--- config.mk ---
export PLATFORM = sky130hd
export DESIGN_NAME = ucs_channel_unit
export DESIGN_NICKNAME = d
export VERILOG_FILES = /design/src/core/ucs_pkg.sv /design/src/core/ucs_bit_timer.sv /design/src/core/ucs_channel_unit.sv
export SDC_FILE = /design/constraint.sdc
export NUM_CORES = 1
export LEC_CHECK = 0
export BUFFER_PORTS_ARGS = -buffer_cell sky130_fd_sc_hd__clkbuf_2
export CELL_PAD_IN_SITES_DETAIL_PLACEMENT = 0
export CELL_PAD_IN_SITES_GLOBAL_PLACEMENT = 2
export CORE_MARGIN = 10
export CORE_UTILIZATION = 41
export CTS_BUF_LIST = sky130_fd_sc_hd__clkbuf_16
export CTS_CLUSTER_DIAMETER = 120
export CTS_CLUSTER_SIZE = 14
export DETAILED_ROUTE_END_ITERATION = 16
export MAX_ROUTING_LAYER = met4
export PLACE_DENSITY_LB_ADDON = 0.2
export SLEW_MARGIN = 20
export SYNTH_ARGS = -nofsm -noshare
export SYNTH_HDL_FRONTEND = slang
export SYNTH_HIERARCHICAL = 1
export SYNTH_SLANG_ARGS = --single-unit
--- constraint.sdc ---
create_clock -name clk -period 5.1 [get_ports clk]
set_input_delay 1.02 -clock clk [delete_from_list [all_inputs] [get_ports clk]]
set_output_delay 1.02 -clock clk [all_outputs]
set_load 0.05 [all_outputs]
--- src/core/ucs_pkg.sv ---
// Shared constants, register map and carrier types for the serial channel unit.
package ucs_pkg;
	localparam int unsigned ADDR_W = 8;
	localparam int unsigned DATA_W = 32;
	localparam int unsigned NUM_CH = 2;
	localparam int unsigned DIV_W = 16;
	localparam int unsigned BYTE_W = 8;
	localparam int unsigned IRQ_W = 3;
	localparam int unsigned CLK_MHZ = 200;
	// Receive-enable to start-trigger setup time, in operating-clock cycles.
	localparam int unsigned RX_EN_SETUP_CLK = 4;

	// Register byte offsets.
	localparam logic [ADDR_W-1:0] OFF_START = 8'h00;
	localparam logic [ADDR_W-1:0] OFF_STOP = 8'h04;
	localparam logic [ADDR_W-1:0] OFF_RUN = 8'h08;
	localparam logic [ADDR_W-1:0] OFF_TX_STATUS = 8'h0c;
	localparam logic [ADDR_W-1:0] OFF_TX_DATA = 8'h10;
	localparam logic [ADDR_W-1:0] OFF_RX_STATUS = 8'h14;
	localparam logic [ADDR_W-1:0] OFF_RX_DATA = 8'h18;
	localparam logic [ADDR_W-1:0] OFF_CONTROL = 8'h1c;
	localparam logic [ADDR_W-1:0] OFF_DIVISOR = 8'h20;
	localparam logic [ADDR_W-1:0] OFF_ERR_CLEAR = 8'h24;
	localparam logic [ADDR_W-1:0] OFF_IRQ_STATUS = 8'h28;
	localparam logic [ADDR_W-1:0] OFF_IRQ_CLEAR = 8'h2c;
	localparam logic [ADDR_W-1:0] OFF_IRQ_ENABLE = 8'h30;

	// Channel numbers.
	localparam int unsigned CH_TX = 0;
	localparam int unsigned CH_RX = 1;

	// Status register fields.
	localparam int unsigned ST_BUSY_BIT = 6;
	localparam int unsigned ST_BUF_BIT = 5;
	localparam int unsigned ST_FE_BIT = 2;
	localparam int unsigned ST_PE_BIT = 1;
	localparam int unsigned ST_OV_BIT = 0;

	// Control register fields.
	localparam int unsigned CTL_RXE_BIT = 0;
	localparam int unsigned CTL_PAR_LSB = 1;
	localparam int unsigned CTL_PAR_MSB = 2;

	// Interrupt status fields.
	localparam int unsigned IRQ_TX_END = 0;
	localparam int unsigned IRQ_RX_END = 1;
	localparam int unsigned IRQ_RX_ERR = 2;

	// Reset values and last data-bit index.
	localparam logic [DIV_W-1:0] DIV_RESET = 16'h00ff;
	localparam logic [2:0] CTL_RESET = 3'h0;
	localparam logic [2:0] LAST_BIT = 3'h7;

	typedef enum logic [1:0] {
		PAR_NONE = 2'h0,
		PAR_ZERO = 2'h1,
		PAR_EVEN = 2'h2,
		PAR_ODD = 2'h3
	} ucs_par_e;

	typedef enum {
		FR_IDLE,
		FR_START,
		FR_DATA,
		FR_PAR,
		FR_STOP
	} ucs_frame_e;

	typedef struct packed {
		logic read;
		logic write;
		logic [ADDR_W-1:0] address;
		logic [DATA_W-1:0] writedata;
	} ucs_av_req_s;

	typedef struct packed {
		logic waitrequest;
		logic [DATA_W-1:0] readdata;
	} ucs_av_rsp_s;
endpackage

--- src/core/ucs_bit_timer.sv ---
// Bit-period tick generator for one serial channel.
`timescale 1ns/10ps
`default_nettype none
module ucs_bit_timer (
	// Clock and reset.
	input wire logic clk,
	input wire logic rst,
	// Control.
	input wire logic run,
	input wire logic restart,
	input wire logic half,
	input wire logic [ucs_pkg::DIV_W-1:0] divisor,
	// Bit tick.
	output logic tick
);
	import ucs_pkg::*;

	logic [DIV_W-1:0] cnt_r;
	logic [DIV_W-1:0] cnt_nxt;
	wire [DIV_W-1:0] load_w = half ? (divisor >> 1) : divisor;
	wire zero_w = (cnt_r == '0);

	assign tick = run & zero_w & ~restart;
	assign cnt_nxt = restart ? load_w :
		(!run) ? cnt_r :
		zero_w ? divisor : cnt_r - 1'b1;

	always_ff @(posedge clk or posedge rst) begin
		if (rst) begin
			cnt_r <= '0;
		end else begin
			cnt_r <= cnt_nxt;
		end
	end
endmodule
`default_nettype wire

--- src/core/ucs_channel_unit.sv ---
// Two-channel serial unit: start/stop triggers, transmit and receive channel.
// Functional notes
// - Start trigger one sets channel run status, entering communication wait.
// - Stop trigger one clears channel run status and halts its operation.
// - Stopped channel keeps control, shift register, pin levels and errors.
// - Transmit status bit 5 reads one while the buffer holds data.
// - Zero bits written to start or stop triggers do nothing.
//
// The register addresses and register access over Avalon-MM were chosen for this implementation.
`timescale 1ns/10ps
`default_nettype none
module ucs_channel_unit (
	// Clock and reset.
	input wire logic clk,
	input wire logic rst,
	// Avalon-MM slave.
	input wire ucs_pkg::ucs_av_req_s av_req,
	output ucs_pkg::ucs_av_rsp_s av_rsp,
	// Serial pins.
	input wire logic serial_in_pin,
	output logic serial_out_pin,
	output logic serial_clock_pin,
	// Interrupt.
	output logic irq
);
	import ucs_pkg::*;

	function automatic logic hit(input logic [ADDR_W-1:0] a,
		input logic [ADDR_W-1:0] off);
		hit = (a == off);
	endfunction

	// Bus handshake: one wait cycle, then the request is accepted.
	logic ack_r;
	logic [DATA_W-1:0] rdata_r;
	logic [DATA_W-1:0] rdata_nxt;
	wire req_w = av_req.read | av_req.write;
	wire accept_w = req_w & ack_r;
	wire wr_w = av_req.write & accept_w;
	wire rd_w = av_req.read & accept_w;
	wire [ADDR_W-1:0] adr_w = av_req.address;
	wire [DATA_W-1:0] wd_w = av_req.writedata;
	assign av_rsp.waitrequest = req_w & ~ack_r;
	assign av_rsp.readdata = rdata_r;

	// Registers.
	logic [NUM_CH-1:0] run_r;
	logic [DIV_W-1:0] div_r;
	logic [2:0] ctl_r;
	logic [IRQ_W-1:0] irq_st_r;
	logic [IRQ_W-1:0] irq_en_r;
	logic [BYTE_W-1:0] tx_buf_r;
	logic tx_bff_r;
	logic [BYTE_W-1:0] rx_data_r;
	logic rx_valid_r;
	logic fe_r;
	logic pe_r;
	logic ov_r;

	wire [NUM_CH-1:0] start_w = (wr_w && hit(adr_w, OFF_START)) ?
		wd_w[NUM_CH-1:0] : '0;
	wire [NUM_CH-1:0] stop_w = (wr_w && hit(adr_w, OFF_STOP)) ?
		wd_w[NUM_CH-1:0] : '0;
	wire [NUM_CH-1:0] run_nxt = (run_r | start_w) & ~stop_w;
	wire tx_wr_w = wr_w & hit(adr_w, OFF_TX_DATA);
	wire err_clr_w = wr_w & hit(adr_w, OFF_ERR_CLEAR);
	wire irq_clr_w = wr_w & hit(adr_w, OFF_IRQ_CLEAR);
	wire rx_rd_w = rd_w & hit(adr_w, OFF_RX_DATA);
	wire rxe_w = ctl_r[CTL_RXE_BIT];
	wire [1:0] par_w = ctl_r[CTL_PAR_MSB:CTL_PAR_LSB];

	// Input synchroniser and edge history.
	logic rx_meta_r;
	logic rx_s_r;
	logic rx_d_r;
	wire rx_fall_w = rx_d_r & ~rx_s_r;

	// Bit timers, one per channel.
	logic [NUM_CH-1:0] tick_w;
	logic [NUM_CH-1:0] tmr_run_w;
	logic [NUM_CH-1:0] tmr_restart_w;
	logic tx_go_w;
	logic rx_go_w;
	assign tmr_run_w[CH_TX] = run_r[CH_TX];
	assign tmr_run_w[CH_RX] = run_r[CH_RX] & rxe_w;
	assign tmr_restart_w[CH_TX] = tx_go_w;
	assign tmr_restart_w[CH_RX] = rx_go_w;

	genvar gi;
	generate
		for (gi = 0; gi < NUM_CH; gi = gi + 1) begin : g_tmr
			ucs_bit_timer u_tmr (
				.clk(clk),
				.rst(rst),
				.run(tmr_run_w[gi]),
				.restart(tmr_restart_w[gi]),
				.half(gi == CH_RX),
				.divisor(div_r),
				.tick(tick_w[gi])
			);
		end
	endgenerate

	// Transmit framer; holds every state while its channel is stopped.
	ucs_frame_e tx_st_r;
	ucs_frame_e tx_st_nxt;
	logic [BYTE_W-1:0] tx_sh_r;
	logic [BYTE_W-1:0] tx_sh_nxt;
	logic [2:0] tx_cnt_r;
	logic [2:0] tx_cnt_nxt;
	logic tx_par_r;
	logic tx_par_nxt;
	logic sout_r;
	logic sout_nxt;
	logic tx_end_w;
	wire tx_tick_w = tick_w[CH_TX];
	wire tx_pbit_w = (par_w == PAR_ODD) ? ~(^tx_buf_r) :
		(par_w == PAR_EVEN) ? ^tx_buf_r : 1'b0;

	always_comb begin
		tx_st_nxt = tx_st_r;
		tx_sh_nxt = tx_sh_r;
		tx_cnt_nxt = tx_cnt_r;
		tx_par_nxt = tx_par_r;
		sout_nxt = sout_r;
		tx_go_w = 1'b0;
		tx_end_w = 1'b0;
		if (run_r[CH_TX]) begin
			case (tx_st_r)
				FR_IDLE: begin
					if (tx_bff_r) begin
						tx_go_w = 1'b1;
						tx_sh_nxt = tx_buf_r;
						tx_par_nxt = tx_pbit_w;
						sout_nxt = 1'b0;
						tx_st_nxt = FR_START;
					end
				end
				FR_START: begin
					if (tx_tick_w) begin
						sout_nxt = tx_sh_r[0];
						tx_sh_nxt = tx_sh_r >> 1;
						tx_cnt_nxt = '0;
						tx_st_nxt = FR_DATA;
					end
				end
				FR_DATA: begin
					if (tx_tick_w) begin
						if (tx_cnt_r == LAST_BIT) begin
							if (par_w == PAR_NONE) begin
								sout_nxt = 1'b1;
								tx_st_nxt = FR_STOP;
							end else begin
								sout_nxt = tx_par_r;
								tx_st_nxt = FR_PAR;
							end
						end else begin
							sout_nxt = tx_sh_r[0];
							tx_sh_nxt = tx_sh_r >> 1;
							tx_cnt_nxt = tx_cnt_r + 1'b1;
						end
					end
				end
				FR_PAR: begin
					if (tx_tick_w) begin
						sout_nxt = 1'b1;
						tx_st_nxt = FR_STOP;
					end
				end
				FR_STOP: begin
					if (tx_tick_w) begin
						tx_end_w = 1'b1;
						tx_st_nxt = FR_IDLE;
					end
				end
				default: begin
					tx_st_nxt = FR_IDLE;
				end
			endcase
		end
	end

	// Receive framer; advances only while running with receive enabled.
	ucs_frame_e rx_st_r;
	ucs_frame_e rx_st_nxt;
	logic [BYTE_W-1:0] rx_sh_r;
	logic [BYTE_W-1:0] rx_sh_nxt;
	logic [2:0] rx_cnt_r;
	logic [2:0] rx_cnt_nxt;
	logic rx_pbad_r;
	logic rx_pbad_nxt;
	logic rx_done_w;
	logic fe_set_w;
	wire rx_tick_w = tick_w[CH_RX];
	wire rx_par_w = (par_w == PAR_ODD) ? ~(^rx_sh_r) : ^rx_sh_r;
	wire pe_set_w = rx_done_w & rx_pbad_r & par_w[1];
	wire ov_set_w = rx_done_w & rx_valid_r & ~rx_rd_w;

	always_comb begin
		rx_st_nxt = rx_st_r;
		rx_sh_nxt = rx_sh_r;
		rx_cnt_nxt = rx_cnt_r;
		rx_pbad_nxt = rx_pbad_r;
		rx_go_w = 1'b0;
		rx_done_w = 1'b0;
		fe_set_w = 1'b0;
		if (tmr_run_w[CH_RX]) begin
			case (rx_st_r)
				FR_IDLE: begin
					if (rx_fall_w) begin
						rx_go_w = 1'b1;
						rx_st_nxt = FR_START;
					end
				end
				FR_START: begin
					if (rx_tick_w) begin
						rx_cnt_nxt = '0;
						rx_pbad_nxt = 1'b0;
						rx_st_nxt = rx_s_r ? FR_IDLE : FR_DATA;
					end
				end
				FR_DATA: begin
					if (rx_tick_w) begin
						rx_sh_nxt = {rx_s_r, rx_sh_r[BYTE_W-1:1]};
						rx_cnt_nxt = rx_cnt_r + 1'b1;
						if (rx_cnt_r == LAST_BIT) begin
							rx_st_nxt = (par_w == PAR_NONE) ? FR_STOP : FR_PAR;
						end
					end
				end
				FR_PAR: begin
					if (rx_tick_w) begin
						rx_pbad_nxt = (rx_par_w != rx_s_r);
						rx_st_nxt = FR_STOP;
					end
				end
				FR_STOP: begin
					if (rx_tick_w) begin
						rx_done_w = 1'b1;
						fe_set_w = ~rx_s_r;
						rx_st_nxt = FR_IDLE;
					end
				end
				default: begin
					rx_st_nxt = FR_IDLE;
				end
			endcase
		end
	end

	// Register read mux.
	wire [IRQ_W-1:0] irq_ev_w = {fe_set_w | pe_set_w | ov_set_w,
		rx_done_w, tx_end_w};
	wire tx_busy_w = (tx_st_r != FR_IDLE);
	wire [BYTE_W-1:0] tx_stat_w = (BYTE_W'(tx_busy_w) << ST_BUSY_BIT) |
		(BYTE_W'(tx_bff_r) << ST_BUF_BIT);
	wire rx_busy_w = (rx_st_r != FR_IDLE);
	wire [BYTE_W-1:0] rx_stat_w = (BYTE_W'(rx_busy_w) << ST_BUSY_BIT) |
		(BYTE_W'(rx_valid_r) << ST_BUF_BIT) |
		(BYTE_W'(fe_r) << ST_FE_BIT) | (BYTE_W'(pe_r) << ST_PE_BIT) |
		(BYTE_W'(ov_r) << ST_OV_BIT);

	always_comb begin
		rdata_nxt = '0;
		case (adr_w)
			OFF_RUN: rdata_nxt = DATA_W'(run_r);
			OFF_TX_STATUS: rdata_nxt = DATA_W'(tx_stat_w);
			OFF_RX_STATUS: rdata_nxt = DATA_W'(rx_stat_w);
			OFF_RX_DATA: rdata_nxt = DATA_W'(rx_data_r);
			OFF_CONTROL: rdata_nxt = DATA_W'(ctl_r);
			OFF_DIVISOR: rdata_nxt = DATA_W'(div_r);
			OFF_IRQ_STATUS: rdata_nxt = DATA_W'(irq_st_r);
			OFF_IRQ_ENABLE: rdata_nxt = DATA_W'(irq_en_r);
			default: rdata_nxt = '0;
		endcase
	end

	assign irq = |(irq_st_r & irq_en_r);
	assign serial_out_pin = sout_r;

	always_ff @(posedge clk or posedge rst) begin
		if (rst) begin
			ack_r <= 1'b0;
			rdata_r <= '0;
			run_r <= '0;
			div_r <= DIV_RESET;
			ctl_r <= CTL_RESET;
			irq_en_r <= '0;
		end else begin
			ack_r <= req_w & ~ack_r;
			rdata_r <= (av_req.read & ~ack_r) ? rdata_nxt : rdata_r;
			run_r <= run_nxt;
			if (wr_w && hit(adr_w, OFF_DIVISOR)) begin
				div_r <= wd_w[DIV_W-1:0];
			end
			if (wr_w && hit(adr_w, OFF_CONTROL)) begin
				ctl_r <= wd_w[2:0];
			end
			if (wr_w && hit(adr_w, OFF_IRQ_ENABLE)) begin
				irq_en_r <= wd_w[IRQ_W-1:0];
			end
		end
	end

	always_ff @(posedge clk or posedge rst) begin
		if (rst) begin
			irq_st_r <= '0;
			fe_r <= 1'b0;
			pe_r <= 1'b0;
			ov_r <= 1'b0;
			tx_buf_r <= '0;
			tx_bff_r <= 1'b0;
			rx_data_r <= '0;
			rx_valid_r <= 1'b0;
		end else begin
			irq_st_r <= irq_ev_w |
				(irq_st_r & ~(irq_clr_w ? wd_w[IRQ_W-1:0] : '0));
			fe_r <= fe_set_w | (fe_r & ~(err_clr_w & wd_w[ST_FE_BIT]));
			pe_r <= pe_set_w | (pe_r & ~(err_clr_w & wd_w[ST_PE_BIT]));
			ov_r <= ov_set_w | (ov_r & ~(err_clr_w & wd_w[ST_OV_BIT]));
			tx_buf_r <= tx_wr_w ? wd_w[BYTE_W-1:0] : tx_buf_r;
			tx_bff_r <= tx_wr_w | (tx_bff_r & ~tx_go_w);
			rx_data_r <= rx_done_w ? rx_sh_r : rx_data_r;
			rx_valid_r <= rx_done_w | (rx_valid_r & ~rx_rd_w);
		end
	end

	always_ff @(posedge clk or posedge rst) begin
		if (rst) begin
			tx_st_r <= FR_IDLE;
			tx_sh_r <= '0;
			tx_cnt_r <= '0;
			tx_par_r <= 1'b0;
			sout_r <= 1'b1;
			serial_clock_pin <= 1'b1;
		end else begin
			tx_st_r <= tx_st_nxt;
			tx_sh_r <= tx_sh_nxt;
			tx_cnt_r <= tx_cnt_nxt;
			tx_par_r <= tx_par_nxt;
			sout_r <= sout_nxt;
			serial_clock_pin <= serial_clock_pin ^ tx_tick_w;
		end
	end

	always_ff @(posedge clk or posedge rst) begin
		if (rst) begin
			rx_meta_r <= 1'b1;
			rx_s_r <= 1'b1;
			rx_d_r <= 1'b1;
			rx_st_r <= FR_IDLE;
			rx_sh_r <= '0;
			rx_cnt_r <= '0;
			rx_pbad_r <= 1'b0;
		end else begin
			rx_meta_r <= serial_in_pin;
			rx_s_r <= rx_meta_r;
			rx_d_r <= rx_s_r;
			rx_st_r <= rx_st_nxt;
			rx_sh_r <= rx_sh_nxt;
			rx_cnt_r <= rx_cnt_nxt;
			rx_pbad_r <= rx_pbad_nxt;
		end
	end
endmodule
`default_nettype wire

==> reports/qor.yml <==
power:
  power_mw: 3.16
  leakage_nw: 3.78
  max-vdd-ir-drop_v: 0.000227
  power_density_nw_per_um2: 357
critical_path:
  cp_top_family: "simple AND/OR/NAND/NOR gates"
  worstPathCellList: "nor2_1 -> nand3_1 -> inv_1 -> inv_1 -> nand2_1 -> nor2_1 -> inv_1 -> a31oi_1 -> o21ai_0 -> or2_2 -> o21ai_0"
  slowest_delay_ns: 0.64
  path_common_cell: "inv_1"
  path_buf_inv: 3
  crit_slowest_cell: "inv_1"
  path_class: "flip-flop to flip-flop"
  endpoint_kind: "flip-flop"
  cp_max_fo: 23
  arrival_ns: 4.33
  start_kind: "flip-flop"
  crit_required_ns: 5.44
sta:
  fmax_mhz: 250
  final-max-slew-violation-count: 0
  period_share_pct: 78.3
  whs_ns: 0.360
  report.final.hold_viol_count: 0
  setup-violations-final: 0
  max_slew_margin_pct: 36.8
  final.setup.tns_ns: 0
  finalWorstSetupSlack_ns: 1.11
  rsz0062_at_grt: "no"
  worst_slew_pin_slew_ns: 0.948
  period_minus_slack_ns: 3.99
  fin_skew_ns: 0.00915
final_layout:
  stdcell_area_um2: 8860
  layout.cells.non_filler: 1103
  syn_to_final_growth_pct: 11.1
  final_nets: 883
  antenna_cells: 0
  final_util_pct: 46.9
  drive_gt1_share_pct: 19.7
synth:
  avgSynthCellArea_um2: 9.87
  dominantRegCellSynth: "dfrtp_1"
  synthesis.instances: 808
  synth.cells.most_frequent: "dfrtp_1, nand2_1, mux2i_1, nor2_1, o21ai_0"
  yosysMostFrequentCell: "dfrtp_1"
  netlist.area_leader.share_pct: 37.3
  synth_area_leaders: "dfrtp_1, mux2i_1, mux2_2, dfstp_2, nand2_1"
  ys_warn_count: 6
  synthesis.area_um2: 7970
  yosysSeqAreaShare_pct: 41.6
  synth_cell_type_count: 73
  synth_edf_count: 0
  yosys.area.top_type: "dfrtp_1"
  async_reset_ff_share_pct: 100
  synth-seq-cells: 132
die:
  dieWidth_um: 159
  initial_core_util_pct: 42.2
  io_pins: 81
  core_area_um2: 18900
  die_h_um: 159
  fp-row-count: 50
  dieArea_um2: 25400
global_routing:
  grt_util_all_layers_pct: 17.5
  grt_max_degree: 76
  grt_pass1_wl_um: 35700
  antenna_found_initial: 0
  grt_overflow: 0
  grt_pass1_vias: 6309
placed_design:
  gp_congestion: 0.874
  pre_cts_slack_ns: 1.23
  dpl-instance-area_um2: 8270
  dp_hpwl_um: 15300
  port_buffers: 48
  dp.cells: 1071
routing:
  drt_iter0_drc: 427
  wl_per_cell_um: 19.5
  ant_nets: 0
  vias_per_cell: 5.73
  drc: 0
  first_pass_iters: 5
  via_count: 6322
  finalWirelength_um: 21500
status:
  status: "finished clean"
cts:
  clk_pin_slew_ns: 0.06
  cts_max_level: 4
  cts_sinks: 132
  postCtsHoldBufs: 0
  clk_latency_ns: 0.42
  post_cts_buffers: 0
  post_cts_resized: 0
  tritoncts: "done"
  cts_buffers: 17
  clockBufferDepth: 2
  cts_root_buffer: "clkbuf_16"
worst_hold_path:
  hold_path_class: "flip-flop to flip-flop"
flow_run:
  drv_cap: 0
cells by family (layout without fill, tap and decap cells):
kind of cell	Yosys count	in the layout	synth area share, %
buffers and inverters	94	113	6.14
multiplexers	103	103	13.7
AO/OA/AOI/OAI	187	187	16.1
XOR/XNOR	29	29	3.19
adder cells (fa/ha/maj)	8	8	1.26
flip-flops	132	132	41.6
AND/OR/NAND/NOR	253	253	18.0
other	2	18	0.0942
power breakdown:
group,internal (mW),switching [mW],total (mW)
logic,0.249,0.323,0.571
clock network,0.762,0.481,1.24
registers,1.16,0.185,1.35
sequential cells by signal, summed over array words and instances (netlist names), 2 cells and up:
register and count:
rx_st_r 3, rx_data_r 8, tx_st_r 3, g_tmr.u_tmr/cnt_r 32
irq_st_r 3, rx_cnt_r 3, rx_sh_r 8, tx_cnt_r 3
irq_en_r 3, div_r 16, tx_sh_r 8, rdata_r 16
ctl_r 3, run_r 2, tx_buf_r 8
final timing paths:
path / cells past startpoint / end / from / slack [ns]
max in group asynchronous: 3 / rx_d_r / rst / 3.30
min in group asynchronous: 2 / g_tmr[0].u_tmr/cnt_r[12] / rst / 0.74
hold reg to reg: 0 / rx_s_r / rx_meta_r / 0.36
hold / removal: 0 / rx_s_r / rx_meta_r / 0.36
setup / recovery: 11 / tx_st_r[2] / tx_st_r[0] / 1.11
setup reg to reg: 11 / tx_st_r[2] / tx_st_r[0] / 1.11
layout make-up:
class / count / area (µm²)
clock inverter: 15 / 165
inverter: 27 / 104
multi-input combinational: 598 / 4230
clock buffer: 17 / 425
timing repair buffer: 54 / 285
sequential: 132 / 3320
tap: 260 / 325
fill: 1837 / 10000
layout by cell type (no fill, tap or decap), types with 16 or more instances in the layout:
| cell | synthesis | final |
|---|---|---|
| nor3_1 | 28 | 28 |
| nand3_1 | 23 | 23 |
| mux2_2 | 35 | 35 |
| xnor2_1 | 19 | 19 |
| clkbuf_2 | 0 | 48 |
| nand2_1 | 69 | 69 |
| inv_1 | 27 | 26 |
| o21ai_0 | 40 | 40 |
| clkbuf_16 | 0 | 17 |
| o21ai_1 | 16 | 16 |
| conb_1 | 2 | 18 |
| nor2_1 | 48 | 48 |
| a31oi_1 | 23 | 23 |
| dfrtp_1 | 119 | 119 |
| a21oi_1 | 23 | 23 |
| mux2i_1 | 55 | 55 |
layer usage:
layer / routed length [µm] / track usage [%] / vias up
met4: 205 / 3.75 / 0
met2: 10000 / 26.2 / 150
met3: 893 / 4.03 / 18
met5: 0 / - / -
li1: - / - / 2991
met1: 10400 / 23.7 / 3163
Note: power is estimated with default switching activity, not from simulation.
